## config.mk

```make
export PLATFORM = sky130hd
export DESIGN_NAME = two_level_interrupt_controller
export DESIGN_NICKNAME = d
export VERILOG_FILES = /design/src/irq_arbiter.v /design/src/two_level_interrupt_controller.v
export VERILOG_INCLUDE_DIRS = /design/src
export SDC_FILE = /design/constraint.sdc
export NUM_CORES = 1
export LEC_CHECK = 0
export ABC_AREA = 1
export ABC_CLOCK_PERIOD_IN_PS = 8090
export BUFFER_PORTS_ARGS = -buffer_cell sky130_fd_sc_hd__buf_2
export CAP_MARGIN = 20
export CORE_ASPECT_RATIO = 0.5
export CORE_MARGIN = 8
export CORE_UTILIZATION = 62
export CTS_CLUSTER_SIZE = 28
export DETAILED_ROUTE_END_ITERATION = 12
export PLACE_DENSITY = 0.94
export SKIP_CTS_REPAIR_TIMING = 1
export SLEW_MARGIN = 20
export SYNTH_ARGS = -nofsm -noshare
export SYNTH_HDL_FRONTEND = slang
export SYNTH_SLANG_ARGS = --single-unit
```

## constraint.sdc

```tcl
create_clock -name core_clk_i -period 8.09 [get_ports core_clk_i]
set_clock_uncertainty 0.05 [all_clocks]
set_input_delay 0.809 -clock core_clk_i [delete_from_list [all_inputs] [get_ports core_clk_i]]
set_output_delay 0.809 -clock core_clk_i [all_outputs]
set_load 0.005 [all_outputs]
```

## src/irq_ctrl_defines.vh

```
// constants for the two level interrupt controller
`ifndef IRQ_CTRL_DEFINES_VH
`define IRQ_CTRL_DEFINES_VH

// ****************************************************************
// sizes
// ****************************************************************
`define NUM_SRC 14
`define SRC_W 4
`define VEC_W 16

// ****************************************************************
// register offsets on the plain port
// ****************************************************************
`define OFF_IRQ_ENABLE 8'h00
`define OFF_EXT_ENABLE_1 8'h01
`define OFF_EXT_ENABLE_2 8'h02
`define OFF_IRQ_PRIORITY 8'h03
`define OFF_EXT_PRIORITY_1 8'h04
`define OFF_EXT_PRIORITY_2 8'h05
`define OFF_PENDING_LO 8'h06
`define OFF_PENDING_HI 8'h07
`define OFF_STATUS 8'h08

// ****************************************************************
// field positions and reset values
// ****************************************************************
`define GLOBAL_EN_BIT 7
`define REG_RESET 8'h00

// ****************************************************************
// vector table: base plus eight bytes per slot
// ****************************************************************
`define VEC_BASE 16'h0003
`define VEC_STEP 16'h0008

// ****************************************************************
// timing in system clock cycles
// ****************************************************************
`define DETECT_CYCLES 1
`define CALL_CYCLES 5

`endif

```

## src/irq_arbiter.v

```verilog
// fixed order arbiter: lowest index among the request bits wins
`timescale 1ns/1ps
module irq_arbiter #(
  parameter N = 14,
  parameter W = 4
) (
  // requests
  input wire [N-1:0] req_i,
  // result
  output reg any_o,
  output reg [W-1:0] idx_o
);
  integer i;
  always @* begin
    any_o = 1'b0;
    idx_o = {W{1'b0}};
    for (i = N - 1; i >= 0; i = i - 1) begin
      if (req_i[i]) begin
        any_o = 1'b1;
        idx_o = i[W-1:0];
      end
    end
  end
endmodule // irq_arbiter

```

## src/two_level_interrupt_controller.v

```verilog
// two level interrupt controller with pending flags, enables and vectoring
//
// How it works
// (RQ1) fourteen sources, each with a low or high priority level
// (RQ2) a source event sets that source's pending flag
// (RQ3) pending flags set regardless of the source enable bit
// (RQ4) enabled pending source requests; core long-calls its vector after instruction
// (RQ5) return instruction resumes the interrupted program flow
// (RQ6) pending flag of a disabled source gives no request
// (RQ7) per-source enables act only while global enable bit 7 is one
// (RQ8) global enable zero blocks every source
// (RQ9) enable cleared during post: single-cycle next may still vector
// (RQ10) software follows an enable clear with a two-byte instruction
// (RQ11) some flags cleared by hardware on vectoring; rest by software
// (RQ12) flag still set after return re-requests after one instruction
// (RQ13) software writing one to a pending flag acts as an event
// (RQ14) high preempts low; nothing preempts a high routine
// (RQ15) per-source priority bit; reset leaves all low priority
// (RQ16) higher level first, then fixed source order
// (RQ17) requests sampled and priority decoded every clock
// (RQ18) fastest response six cycles: one detect plus five call
// (RQ19) equal or higher level in service holds new request back
// (RQ20) in-service markers set on vectoring, newest released on return
//
// Our own choices: the address-and-strobe port and the address map.
`timescale 1ns/1ps
`include "irq_ctrl_defines.vh"
module two_level_interrupt_controller (
  // clock and reset
  input wire core_clk_i,
  input wire reset_i,
  // register port
  input wire [7:0] reg_addr_i,
  input wire [7:0] reg_wdata_i,
  input wire reg_wr_i,
  input wire reg_rd_i,
  output reg [7:0] reg_rdata_o,
  // source events, one cycle pulses; pins pass a synchroniser first
  input wire [13:0] src_event_i,
  input wire [13:0] src_pin_event_i,
  input wire [13:0] hw_clear_mask_i,
  // core handshake
  input wire instr_done_i,
  input wire next_multi_cycle_i,
  input wire return_from_irq_instr_done_i,
  input wire call_ack_i,
  output reg irq_req_o,
  output reg [15:0] irq_vector_o,
  output reg [3:0] irq_src_o,
  output reg call_active_o,
  output reg [1:0] in_service_o
);

  // ****************************************************************
  // register state
  // ****************************************************************
  reg [7:0] irq_enable_reg_q;
  reg [7:0] ext_irq_enable_reg_1_q;
  reg [7:0] ext_irq_enable_reg_2_q;
  reg [7:0] irq_priority_reg_q;
  reg [7:0] ext_irq_priority_reg_1_q;
  reg [7:0] ext_irq_priority_reg_2_q;
  reg [13:0] pending_q; // [RQ1]
  reg [13:0] pending_d;
  reg [13:0] pin_s1_q;
  reg [13:0] pin_s2_q;
  reg [13:0] pin_s3_q;
  reg [1:0] in_service_q;
  reg [13:0] old_enable_q;

  // ****************************************************************
  // sequencing
  // ****************************************************************
  localparam S_IDLE = 2'd0;
  localparam S_CALL = 2'd1;
  localparam S_HOLD = 2'd2;
  reg [1:0] state_q;
  reg [2:0] call_cnt_q;
  reg [3:0] sel_src_q;
  reg sel_high_q;
  reg hold_one_q;
  reg prev_en_q;

  wire global_irq_enable;
  wire [13:0] src_enable;
  wire [13:0] src_high;
  wire [13:0] pin_rise;
  wire [13:0] active;
  wire [13:0] req_high;
  wire [13:0] req_low;
  wire hi_any;
  wire lo_any;
  wire [3:0] hi_idx;
  wire [3:0] lo_idx;
  wire win_any;
  wire [3:0] win_idx;
  wire win_high;
  wire may_take;
  wire wr_pend_lo;
  wire wr_pend_hi;
  wire [13:0] eff_enable;
  wire eff_global;
  wire wr_enable_word;
  wire call_go;
  wire hw_clear_now;

  assign global_irq_enable = irq_enable_reg_q[`GLOBAL_EN_BIT];
  assign src_enable = {ext_irq_enable_reg_2_q[6:0],
                       irq_enable_reg_q[6:0]};
  assign src_high = {ext_irq_priority_reg_2_q[6:0],
                     irq_priority_reg_q[6:0]}; // [RQ15]
  assign pin_rise = pin_s2_q & ~pin_s3_q;

  // after an enable write made while global enable is one the old enables hold until the next instruction
  // ends, as the core pipeline commits the clear late
  assign eff_enable = src_enable | (old_enable_q & {14{prev_en_q}}); // [RQ9]
  assign eff_global = global_irq_enable | prev_en_q; // [RQ7] [RQ8]
  assign active = pending_q & eff_enable & {14{eff_global}}; // [RQ6] [RQ7]
  assign req_high = active & src_high;
  assign req_low = active & ~src_high;

  // ****************************************************************
  // arbitration, recomputed every cycle
  // ****************************************************************
  irq_arbiter #(.N(`NUM_SRC), .W(`SRC_W)) u_arb_high (
    .req_i(req_high),
    .any_o(hi_any),
    .idx_o(hi_idx)
  ); // [RQ16] [RQ17]
  irq_arbiter #(.N(`NUM_SRC), .W(`SRC_W)) u_arb_low (
    .req_i(req_low),
    .any_o(lo_any),
    .idx_o(lo_idx)
  ); // [RQ16] [RQ17]

  assign win_any = hi_any | lo_any;
  assign win_high = hi_any; // [RQ16]
  assign win_idx = hi_any ? hi_idx : lo_idx;

  // high level in service blocks all; low blocks low only
  assign may_take = win_any && !in_service_q[1] &&
                    !(in_service_q[0] && !win_high); // [RQ14] [RQ19]

  assign wr_pend_lo = reg_wr_i && (reg_addr_i == `OFF_PENDING_LO);
  assign wr_pend_hi = reg_wr_i && (reg_addr_i == `OFF_PENDING_HI);

  // writes that may clear a source enable or the global enable
  assign wr_enable_word = reg_wr_i && (reg_addr_i == `OFF_IRQ_ENABLE ||
                                       reg_addr_i == `OFF_EXT_ENABLE_2);

  // the call needs a request raised on an earlier edge: one detect cycle
  assign call_go = irq_req_o && instr_done_i &&
                   !(prev_en_q && next_multi_cycle_i); // [RQ18] [RQ9]

  // the core acknowledges in the first call cycle
  assign hw_clear_now = (state_q == S_CALL) && call_ack_i &&
                        hw_clear_mask_i[sel_src_q]; // [RQ11]

  // ****************************************************************
  // pin synchroniser
  // ****************************************************************
  always @(posedge core_clk_i or posedge reset_i) begin
    if (reset_i) begin
      pin_s1_q <= 14'h0000;
      pin_s2_q <= 14'h0000;
      pin_s3_q <= 14'h0000;
    end else begin
      pin_s1_q <= src_pin_event_i;
      pin_s2_q <= pin_s1_q;
      pin_s3_q <= pin_s2_q;
    end
  end

  // ****************************************************************
  // pending flags: events win over any clear
  // ****************************************************************
  always @* begin
    pending_d = pending_q;
    if (wr_pend_lo) begin
      pending_d[7:0] = reg_wdata_i; // [RQ13] [RQ11]
    end
    if (wr_pend_hi) begin
      pending_d[13:8] = reg_wdata_i[5:0]; // [RQ13] [RQ11]
    end
    // a new event in the acknowledge cycle still wins below
    if (hw_clear_now) begin
      pending_d[sel_src_q] = 1'b0; // [RQ11]
    end
    pending_d = pending_d | src_event_i | pin_rise; // [RQ2] [RQ3]
  end

  always @(posedge core_clk_i or posedge reset_i) begin
    if (reset_i) begin
      pending_q <= 14'h0000;
    end else begin
      pending_q <= pending_d;
    end
  end

  // ****************************************************************
  // enable and priority registers
  // ****************************************************************
  always @(posedge core_clk_i or posedge reset_i) begin
    if (reset_i) begin
      irq_enable_reg_q <= `REG_RESET;
      ext_irq_enable_reg_1_q <= `REG_RESET;
      ext_irq_enable_reg_2_q <= `REG_RESET;
      irq_priority_reg_q <= `REG_RESET; // [RQ15]
      ext_irq_priority_reg_1_q <= `REG_RESET;
      ext_irq_priority_reg_2_q <= `REG_RESET;
    end else begin
      if (reg_wr_i) begin
        case (reg_addr_i)
          `OFF_IRQ_ENABLE: irq_enable_reg_q <= reg_wdata_i;
          `OFF_EXT_ENABLE_1: ext_irq_enable_reg_1_q <= reg_wdata_i;
          `OFF_EXT_ENABLE_2: ext_irq_enable_reg_2_q <= reg_wdata_i;
          `OFF_IRQ_PRIORITY: irq_priority_reg_q <= reg_wdata_i;
          `OFF_EXT_PRIORITY_1: ext_irq_priority_reg_1_q <= reg_wdata_i;
          `OFF_EXT_PRIORITY_2: ext_irq_priority_reg_2_q <= reg_wdata_i;
          default: begin
          end
        endcase
      end
    end
  end

  // ****************************************************************
  // enable grace after a clearing write
  // ****************************************************************
  // the grace ends with the next instruction; a multi-cycle one refuses it
  always @(posedge core_clk_i or posedge reset_i) begin
    if (reset_i) begin
      prev_en_q <= 1'b0;
      old_enable_q <= 14'h0000;
    end else if (wr_enable_word && global_irq_enable) begin
      prev_en_q <= 1'b1; // [RQ9]
      old_enable_q <= src_enable;
    end else if (instr_done_i) begin
      prev_en_q <= 1'b0; // [RQ9]
    end
  end

  // ****************************************************************
  // read port, data one cycle after the strobe
  // ****************************************************************
  always @(posedge core_clk_i or posedge reset_i) begin
    if (reset_i) begin
      reg_rdata_o <= 8'h00;
    end else if (reg_rd_i) begin
      case (reg_addr_i)
        `OFF_IRQ_ENABLE: reg_rdata_o <= irq_enable_reg_q;
        `OFF_EXT_ENABLE_1: reg_rdata_o <= ext_irq_enable_reg_1_q;
        `OFF_EXT_ENABLE_2: reg_rdata_o <= ext_irq_enable_reg_2_q;
        `OFF_IRQ_PRIORITY: reg_rdata_o <= irq_priority_reg_q;
        `OFF_EXT_PRIORITY_1: reg_rdata_o <= ext_irq_priority_reg_1_q;
        `OFF_EXT_PRIORITY_2: reg_rdata_o <= ext_irq_priority_reg_2_q;
        `OFF_PENDING_LO: reg_rdata_o <= pending_q[7:0];
        `OFF_PENDING_HI: reg_rdata_o <= {2'b00, pending_q[13:8]};
        `OFF_STATUS: reg_rdata_o <= {3'b000, sel_src_q, in_service_q[1]};
        default: reg_rdata_o <= 8'h00;
      endcase
    end else begin
      reg_rdata_o <= 8'h00;
    end
  end

  // ****************************************************************
  // request, long call and return sequencing
  // ****************************************************************
  always @(posedge core_clk_i or posedge reset_i) begin
    if (reset_i) begin
      state_q <= S_IDLE;
      call_cnt_q <= 3'd0;
      sel_src_q <= 4'd0;
      sel_high_q <= 1'b0;
      hold_one_q <= 1'b0;
      irq_req_o <= 1'b0;
      irq_vector_o <= 16'h0000;
      irq_src_o <= 4'd0;
      call_active_o <= 1'b0;
      in_service_q <= 2'b00;
      in_service_o <= 2'b00;
    end else begin
      in_service_o <= in_service_q;
      case (state_q)
        S_IDLE: begin
          if (return_from_irq_instr_done_i && (in_service_q != 2'b00)) begin
            // newest level goes first: high sits above low
            if (in_service_q[1]) begin
              in_service_q[1] <= 1'b0; // [RQ20] [RQ5]
            end else begin
              in_service_q[0] <= 1'b0; // [RQ20] [RQ5]
            end
            hold_one_q <= 1'b1; // [RQ12] [RQ19]
            irq_req_o <= 1'b0;
          end else if (hold_one_q) begin
            // one more instruction must finish after a return
            if (instr_done_i) begin
              hold_one_q <= 1'b0; // [RQ12]
            end
            irq_req_o <= 1'b0;
          end else if (may_take) begin
            // detection cycle: latch the winner, raise the request
            irq_req_o <= 1'b1; // [RQ4] [RQ18]
            sel_src_q <= win_idx;
            sel_high_q <= win_high;
            irq_src_o <= win_idx;
            irq_vector_o <= `VEC_BASE + ({12'h000, win_idx} * `VEC_STEP);
            if (call_go) begin
              irq_req_o <= 1'b0;
              state_q <= S_CALL; // [RQ4] [RQ9]
              call_active_o <= 1'b1;
              call_cnt_q <= 3'd`CALL_CYCLES - 3'd1;
            end
          end else begin
            irq_req_o <= 1'b0;
          end
        end
        S_CALL: begin
          if (call_cnt_q == 3'd0) begin
            call_active_o <= 1'b0;
            state_q <= S_HOLD;
            // the level marker goes up as the last call cycle ends
            if (sel_high_q) begin
              in_service_q[1] <= 1'b1; // [RQ20] [RQ14]
            end else begin
              in_service_q[0] <= 1'b1; // [RQ20]
            end
          end else begin
            call_cnt_q <= call_cnt_q - 3'd1; // [RQ18]
          end
        end
        S_HOLD: begin
          state_q <= S_IDLE;
        end
        default: begin
          state_q <= S_IDLE;
        end
      endcase
    end
  end

endmodule // two_level_interrupt_controller

```

Word-level counts from Yosys, hierarchy flattened:

Cells that the tools add are included.

* bits of input ports: 66
* bits in registers: 160
* logic and storage cells: 200
* output and inout bits: 32

* add/subtract/negate cells: 2
* order comparisons: 2
* reduce and logical (&&, ||, !) cells: 37
* equal/unequal tests: 19
* mux-type cells: 99
* bitwise logic cells: 17

Operators by type and width (number)
* 4-bit 2-to-1 mux: 29
* 14-bit bitwise AND: 7
* 8-bit case mux with 9 select lines: 1
* 1-bit 2-to-1 mux: 47
* 14-bit inverter: 3
* 14-bit OR: 3
* 8-bit by 3-bit equality test with 1-bit output, second input constant: 4
* 2-bit != test, second input constant: 9
* 8-bit by 2-bit equality test with 1-bit output, second input constant: 2
* 8-bit 2-to-1 mux: 2
* 3-bit 2-to-1 mux: 5
* 1-bit logical AND: 14
* 14-bit 2-to-1 mux: 1
* 2-bit 2-to-1 mux: 7
* 2-bit AND reduction: 6
* 6-bit AND reduction: 2
* 5-bit AND reduction: 2
* 2-bit by 7-bit adder with 8-bit output, first input constant: 1
* 8-bit by 1-bit equality test with 1-bit output, second input constant: 1
* 8-bit by 4-bit equality test with 1-bit output, second input constant: 1
* 8-bit logical NOT: 1
* 2-bit case mux with 2 select lines: 2
* 4-bit AND reduction: 2
* 6-bit 2-to-1 mux: 1
* 16 further kinds: 23

Depth between registers and ports, before layout:

* depth after elaboration: 27
* gate-level depth with buffers: 21

By module:

Synthesis repeated with hierarchy kept, for this count alone.

* cells, all modules: 924
* area total of the unflattened synthesis: 7290.7 um2

Modules (own cells, without submodules)
* two_level_interrupt_controller: seq. area each 3628.5 um2, area an instance 6890.4 um2, times used 1, cells each 844
* irq_arbiter: seq. area each 0.0 um2, area an instance 200.2 um2, times used 2, cells each 40

Worst setup path after synthesis:

OpenSTA, ideal clock, no wires.

* kind: input -> register
* start point: in reg_addr_i[7]
* end point: reg old_enable_q[0]
* setup slack: 5816 ps
* buffers on the path: 2
* arrival: 2094 ps
* cell stages on the path: 10
* path through: nor2_1 nand2_1 nor2_2 nand2_1 nor2_1 o21ai_1 buf_2 buf_6 nand2_1 o21ai_0

* longest elaborated chain between the ends: 4
* elaborated cells on any way between the ends: 5
* classes of those cells: 1 x eq/ne; 4 x reduce/logical

RTL lines
* from (decl): RTL line two_level_interrupt_controller.v:33 `input wire [7:0] reg_addr_i,`
* 8-bit by 2-bit equality test with 1-bit output / 8-bit logical NOT (equally long branches)
* 1-bit logical OR (no line) (*)
* 1-bit logical AND (*): RTL line two_level_interrupt_controller.v:148 `` assign wr_enable_word = reg_wr_i && (reg_addr_i == `OFF_IRQ_ENABLE || ``
* 1-bit logical AND (*): RTL line two_level_interrupt_controller.v:235 `end else if (wr_enable_word && global_irq_enable) begin`
* to (signal assigned): RTL line two_level_interrupt_controller.v:237 `old_enable_q <= src_enable;`
* to (decl): RTL line two_level_interrupt_controller.v:69 `reg [13:0] old_enable_q;`

Mark *: on every way between the ends. The rest lies on a longest branch, timed or not.
A chain may end at the register's enable or synchronous reset.

Worst setup path in the final report:

* start point: reg sel_src_q[0]
* end point: reg pending_q[5]

* longest elaborated chain between the ends: 9
* elaborated cells on any way between the ends: 13
* classes of those cells: 2 x order compare; 5 x mux; 4 x bitwise; 2 x reduce/logical

RTL lines
* from (decl): RTL line two_level_interrupt_controller.v:79 `reg [3:0] sel_src_q;`
* from (signal assigned): RTL line two_level_interrupt_controller.v:305 `sel_src_q <= win_idx;`
* 4-bit by 5-bit less-than comparator with 1-bit output (implied by the code) / 4-bit by 1-bit >= comparator with 1-bit output (equally long branches): RTL line two_level_interrupt_controller.v:187 `pending_d[sel_src_q] = 1'b0;`
* 1-bit logical AND (implied by the code): RTL line two_level_interrupt_controller.v:187
* 1-bit 2-to-1 mux (implied by the code): RTL line two_level_interrupt_controller.v:187
* 1-bit demux with 4-bit select: RTL line two_level_interrupt_controller.v:187
* 14-bit inverter (no line)
* 14-bit bitwise AND (no line)
* 14-bit 2-to-1 mux (*): RTL line two_level_interrupt_controller.v:186 `if (hw_clear_now) begin`
* 14-bit OR (*) (2 in a row): RTL line two_level_interrupt_controller.v:189 `pending_d = pending_d | src_event_i | pin_rise;`
* named net pending_d[5]: RTL line two_level_interrupt_controller.v:64 `reg [13:0] pending_d;`
* to (signal assigned): RTL line two_level_interrupt_controller.v:196 `pending_q <= pending_d;`
* to (decl): RTL line two_level_interrupt_controller.v:63 `reg [13:0] pending_q;`

The timed path passes the listed nets; every way through them passes the cells marked *. The select of a mux whose other input is x is not followed.

==> reports/results.ini <==
[setup_path]
cp_max_fo = 14
critPathCaptureType = flip-flop
critical_path.top_delay_family = compound AO/OA/AOI/OAI gates
critPathKind = reg -> reg
cp_data_required_time_ns = 8.33
crit_arrival_ns = 2.95
slowest_delay_ns = 0.54
cp_num_buf_inv = 1
crit_slowest_cell = nor2_1
crit_chain = inv_1, nor2_1, a22oi_1, a21boi_0, o311ai_2, o21ai_0, nand2_1
crit_path_start_kind = flip-flop

[floorplanning]
die_y_um = 89.4
die_w_um = 163
start_util_pct = 64.6
io-pin-count = 98
die_area_um2 = 14600
rows = 26
core_area_um2 = 10300

[sta]
final.setup.tns_ns = 0
slew-limit-headroom_pct = 41.1
hold_viol = 0
finalCriticalPeriod_ns = 2.71
fin_ws_ns = 5.38
rsz0062_at_grt = no
finalCritPeriodShare_pct = 33.5
setup_viol = 0
whs_ns = 0.302
fmax_mhz = 369
worst_slew_pin_slew_ns = 0.880
final_max_slew_viol_count = 0

[clock_network]
clkSinkCount = 145
clock_latency_ns = 0.43
cts_root_buffer = clkbuf_16
path_clk_slew_ns = 0.07
htree_levels = 4
tritoncts = done
cts_buffers = 17
clk_path_buf_depth = 2

[synthesis]
syn_area_um2 = 6690
synth-edff-count = 0
synth_ff_type = dfrtp_1
synth_warnings = 0
synth_top_area_cell = dfrtp_1
ys_seq_elements = 145
yosysSeqAreaShare_pct = 54.3
synth_area_leaders = dfrtp_1 54%, nand2_1 13%, o21ai_0 7.3%, inv_1 5.7%, nand4_1 2.4%
synth_top_area_share_pct = 54.3
synth.avg_cell_area_um2 = 8.52
async_reset_ff_share_pct = 100
synth.most_common_cell = nand2_1
netlist_top_cells_count = 223 x nand2_1, 145 x dfrtp_1, 102 x inv_1, 98 x o21ai_0, 42 x nor2_1
syn_inst = 785
synth_cell_type_count = 45

[route]
drc = 0
final_antenna_net_count = 0
first_pass_iters = 8
dr.first_iter.drc_count = 663
drt_wl_total_mm = 18.7
via_per_inst = 5.83
routed-via-count = 5968
routedWlPerCell_um = 18.3

[layout]
finalNonFillerCells = 1024
fin_nets = 939
fill_cells = 761
antenna_cells = 0
design_area_um2 = 7710
area_growth_pct = 15.3
drive_gt1_share_pct = 16.5
final_core_util_pct = 74.5

[global_routing]
track_usage_pct = 26.8
grt_pass1_vias = 5951
grt_pass1_wl_mm = 29.8
antenna_found_initial = 0
grt_overflow_total = 0
grt_max_degree = 86

[status]
outcome = finished clean

[place]
placed_cell_area_um2 = 7140
portBuffers = 87
dp_cells = 992
dpl.hpwl_mm = 13.6
gp_congestion = 0.980
pre_cts_ws_ns = 5.18

[worst_hold_path]
hp-class = reg -> reg

[pwr]
p_per_area_nw_per_um2 = 263
p_leak_nw = 3.88
fin_total_pwr_mw = 2.02
ir_worst_vdd_uv = 166

[run]
max-cap-violations = 0

[final cells by class]
class	count	area, um2	area share [%]
clock buffer	18	429	5.57
clock inverter	14	139	1.80
inverter	108	418	5.42
multi-input combinational	510	2470	32.0
sequential	145	3630	47.1
tap	140	175	2.27
timing repair buffer	89	450	5.84
[metal layers]
metal | GRT usage [%] | routed length, um
met5 | 0 | 0
met4 | 12.0 | 537
met3 | 8.87 | 2280
met2 | 40.9 | 8160
met1 | 34.8 | 7720
[report_power, final]
| part | internal (mW) | switching (mW) | leakage, nW | total (mW) |
|---|---|---|---|---|
| registers | 0.797 | 0.0533 | 1.75 | 0.851 |
| logic | 0.133 | 0.282 | 1.85 | 0.415 |
| clock network | 0.409 | 0.349 | 0.277 | 0.758 |
[placed cells by master (no fill, tap or decap), drive strengths merged]
| master | instances |
|---|---|
| a21boi | 2 |
| nand3 | 12 |
| a41oi | 1 |
| nand4 | 29 |
| buf | 89 |
| a22oi | 7 |
| a31oi | 4 |
| conb | 10 |
| clkbuf | 18 |
| xor2 | 1 |
| nor3 | 1 |
| o31ai | 2 |
| ha | 2 |
| nand2 | 229 |
| o221ai | 2 |
| o41ai | 1 |
| a21oi | 31 |
| o22ai | 9 |
| o21ai | 111 |
| a221oi | 6 |
| a211oi | 1 |
| o311ai | 1 |
| inv | 116 |
| or2 | 1 |
| clkinv | 5 |
| dfrtp | 145 |
| nor2 | 47 |
| clkinvlp | 1 |
[flip-flops by register name, summed over array words and instances, names as in the netlist, 14 cells and up]
signal and flops:
old_enable_q 14, pin_s3_q 14, pin_s2_q 14, pin_s1_q 14, pending_q 14
[worst register-to-register path, cell delays in order, from the launching register on]
cell and delay (ns):
dfrtp_1 0.50, inv_1 0.10, nor2_1 0.54, a22oi_1 0.17
a21boi_0 0.39, o311ai_2 0.35, o21ai_0 0.35, nand2_1 0.12
[cell families (layout without fill, tap and decap cells)]
kind of cell    Yosys count  in the layout  share of synthesized area, %
xor+xnor                  1              1                         0.131
flops                   145            145                          54.3
other cells               1             10                        0.0561
compound gates          178            178                          15.0
buf+inv                 139            229                          9.34
fa+ha+maj                 2              2                         0.374
simple gates            319            319                          20.9
[final timing paths]
kind                            slack, ns            to          from  cells after the start
worst max-delay path                 5.38  pending_q[5]  sel_src_q[0]                      7
max in group asynchronous            6.28    sel_high_q       reset_i                      3
worst min register to register       0.30   pin_s2_q[4]   pin_s1_q[4]                      0
worst min-delay path                 0.30   pin_s2_q[4]   pin_s1_q[4]                      0
worst max register to register       5.38  pending_q[5]  sel_src_q[0]                      7
min in group asynchronous            0.46   pin_s1_q[7]       reset_i                      2
Note: power is estimated with default switching activity, not from simulation.
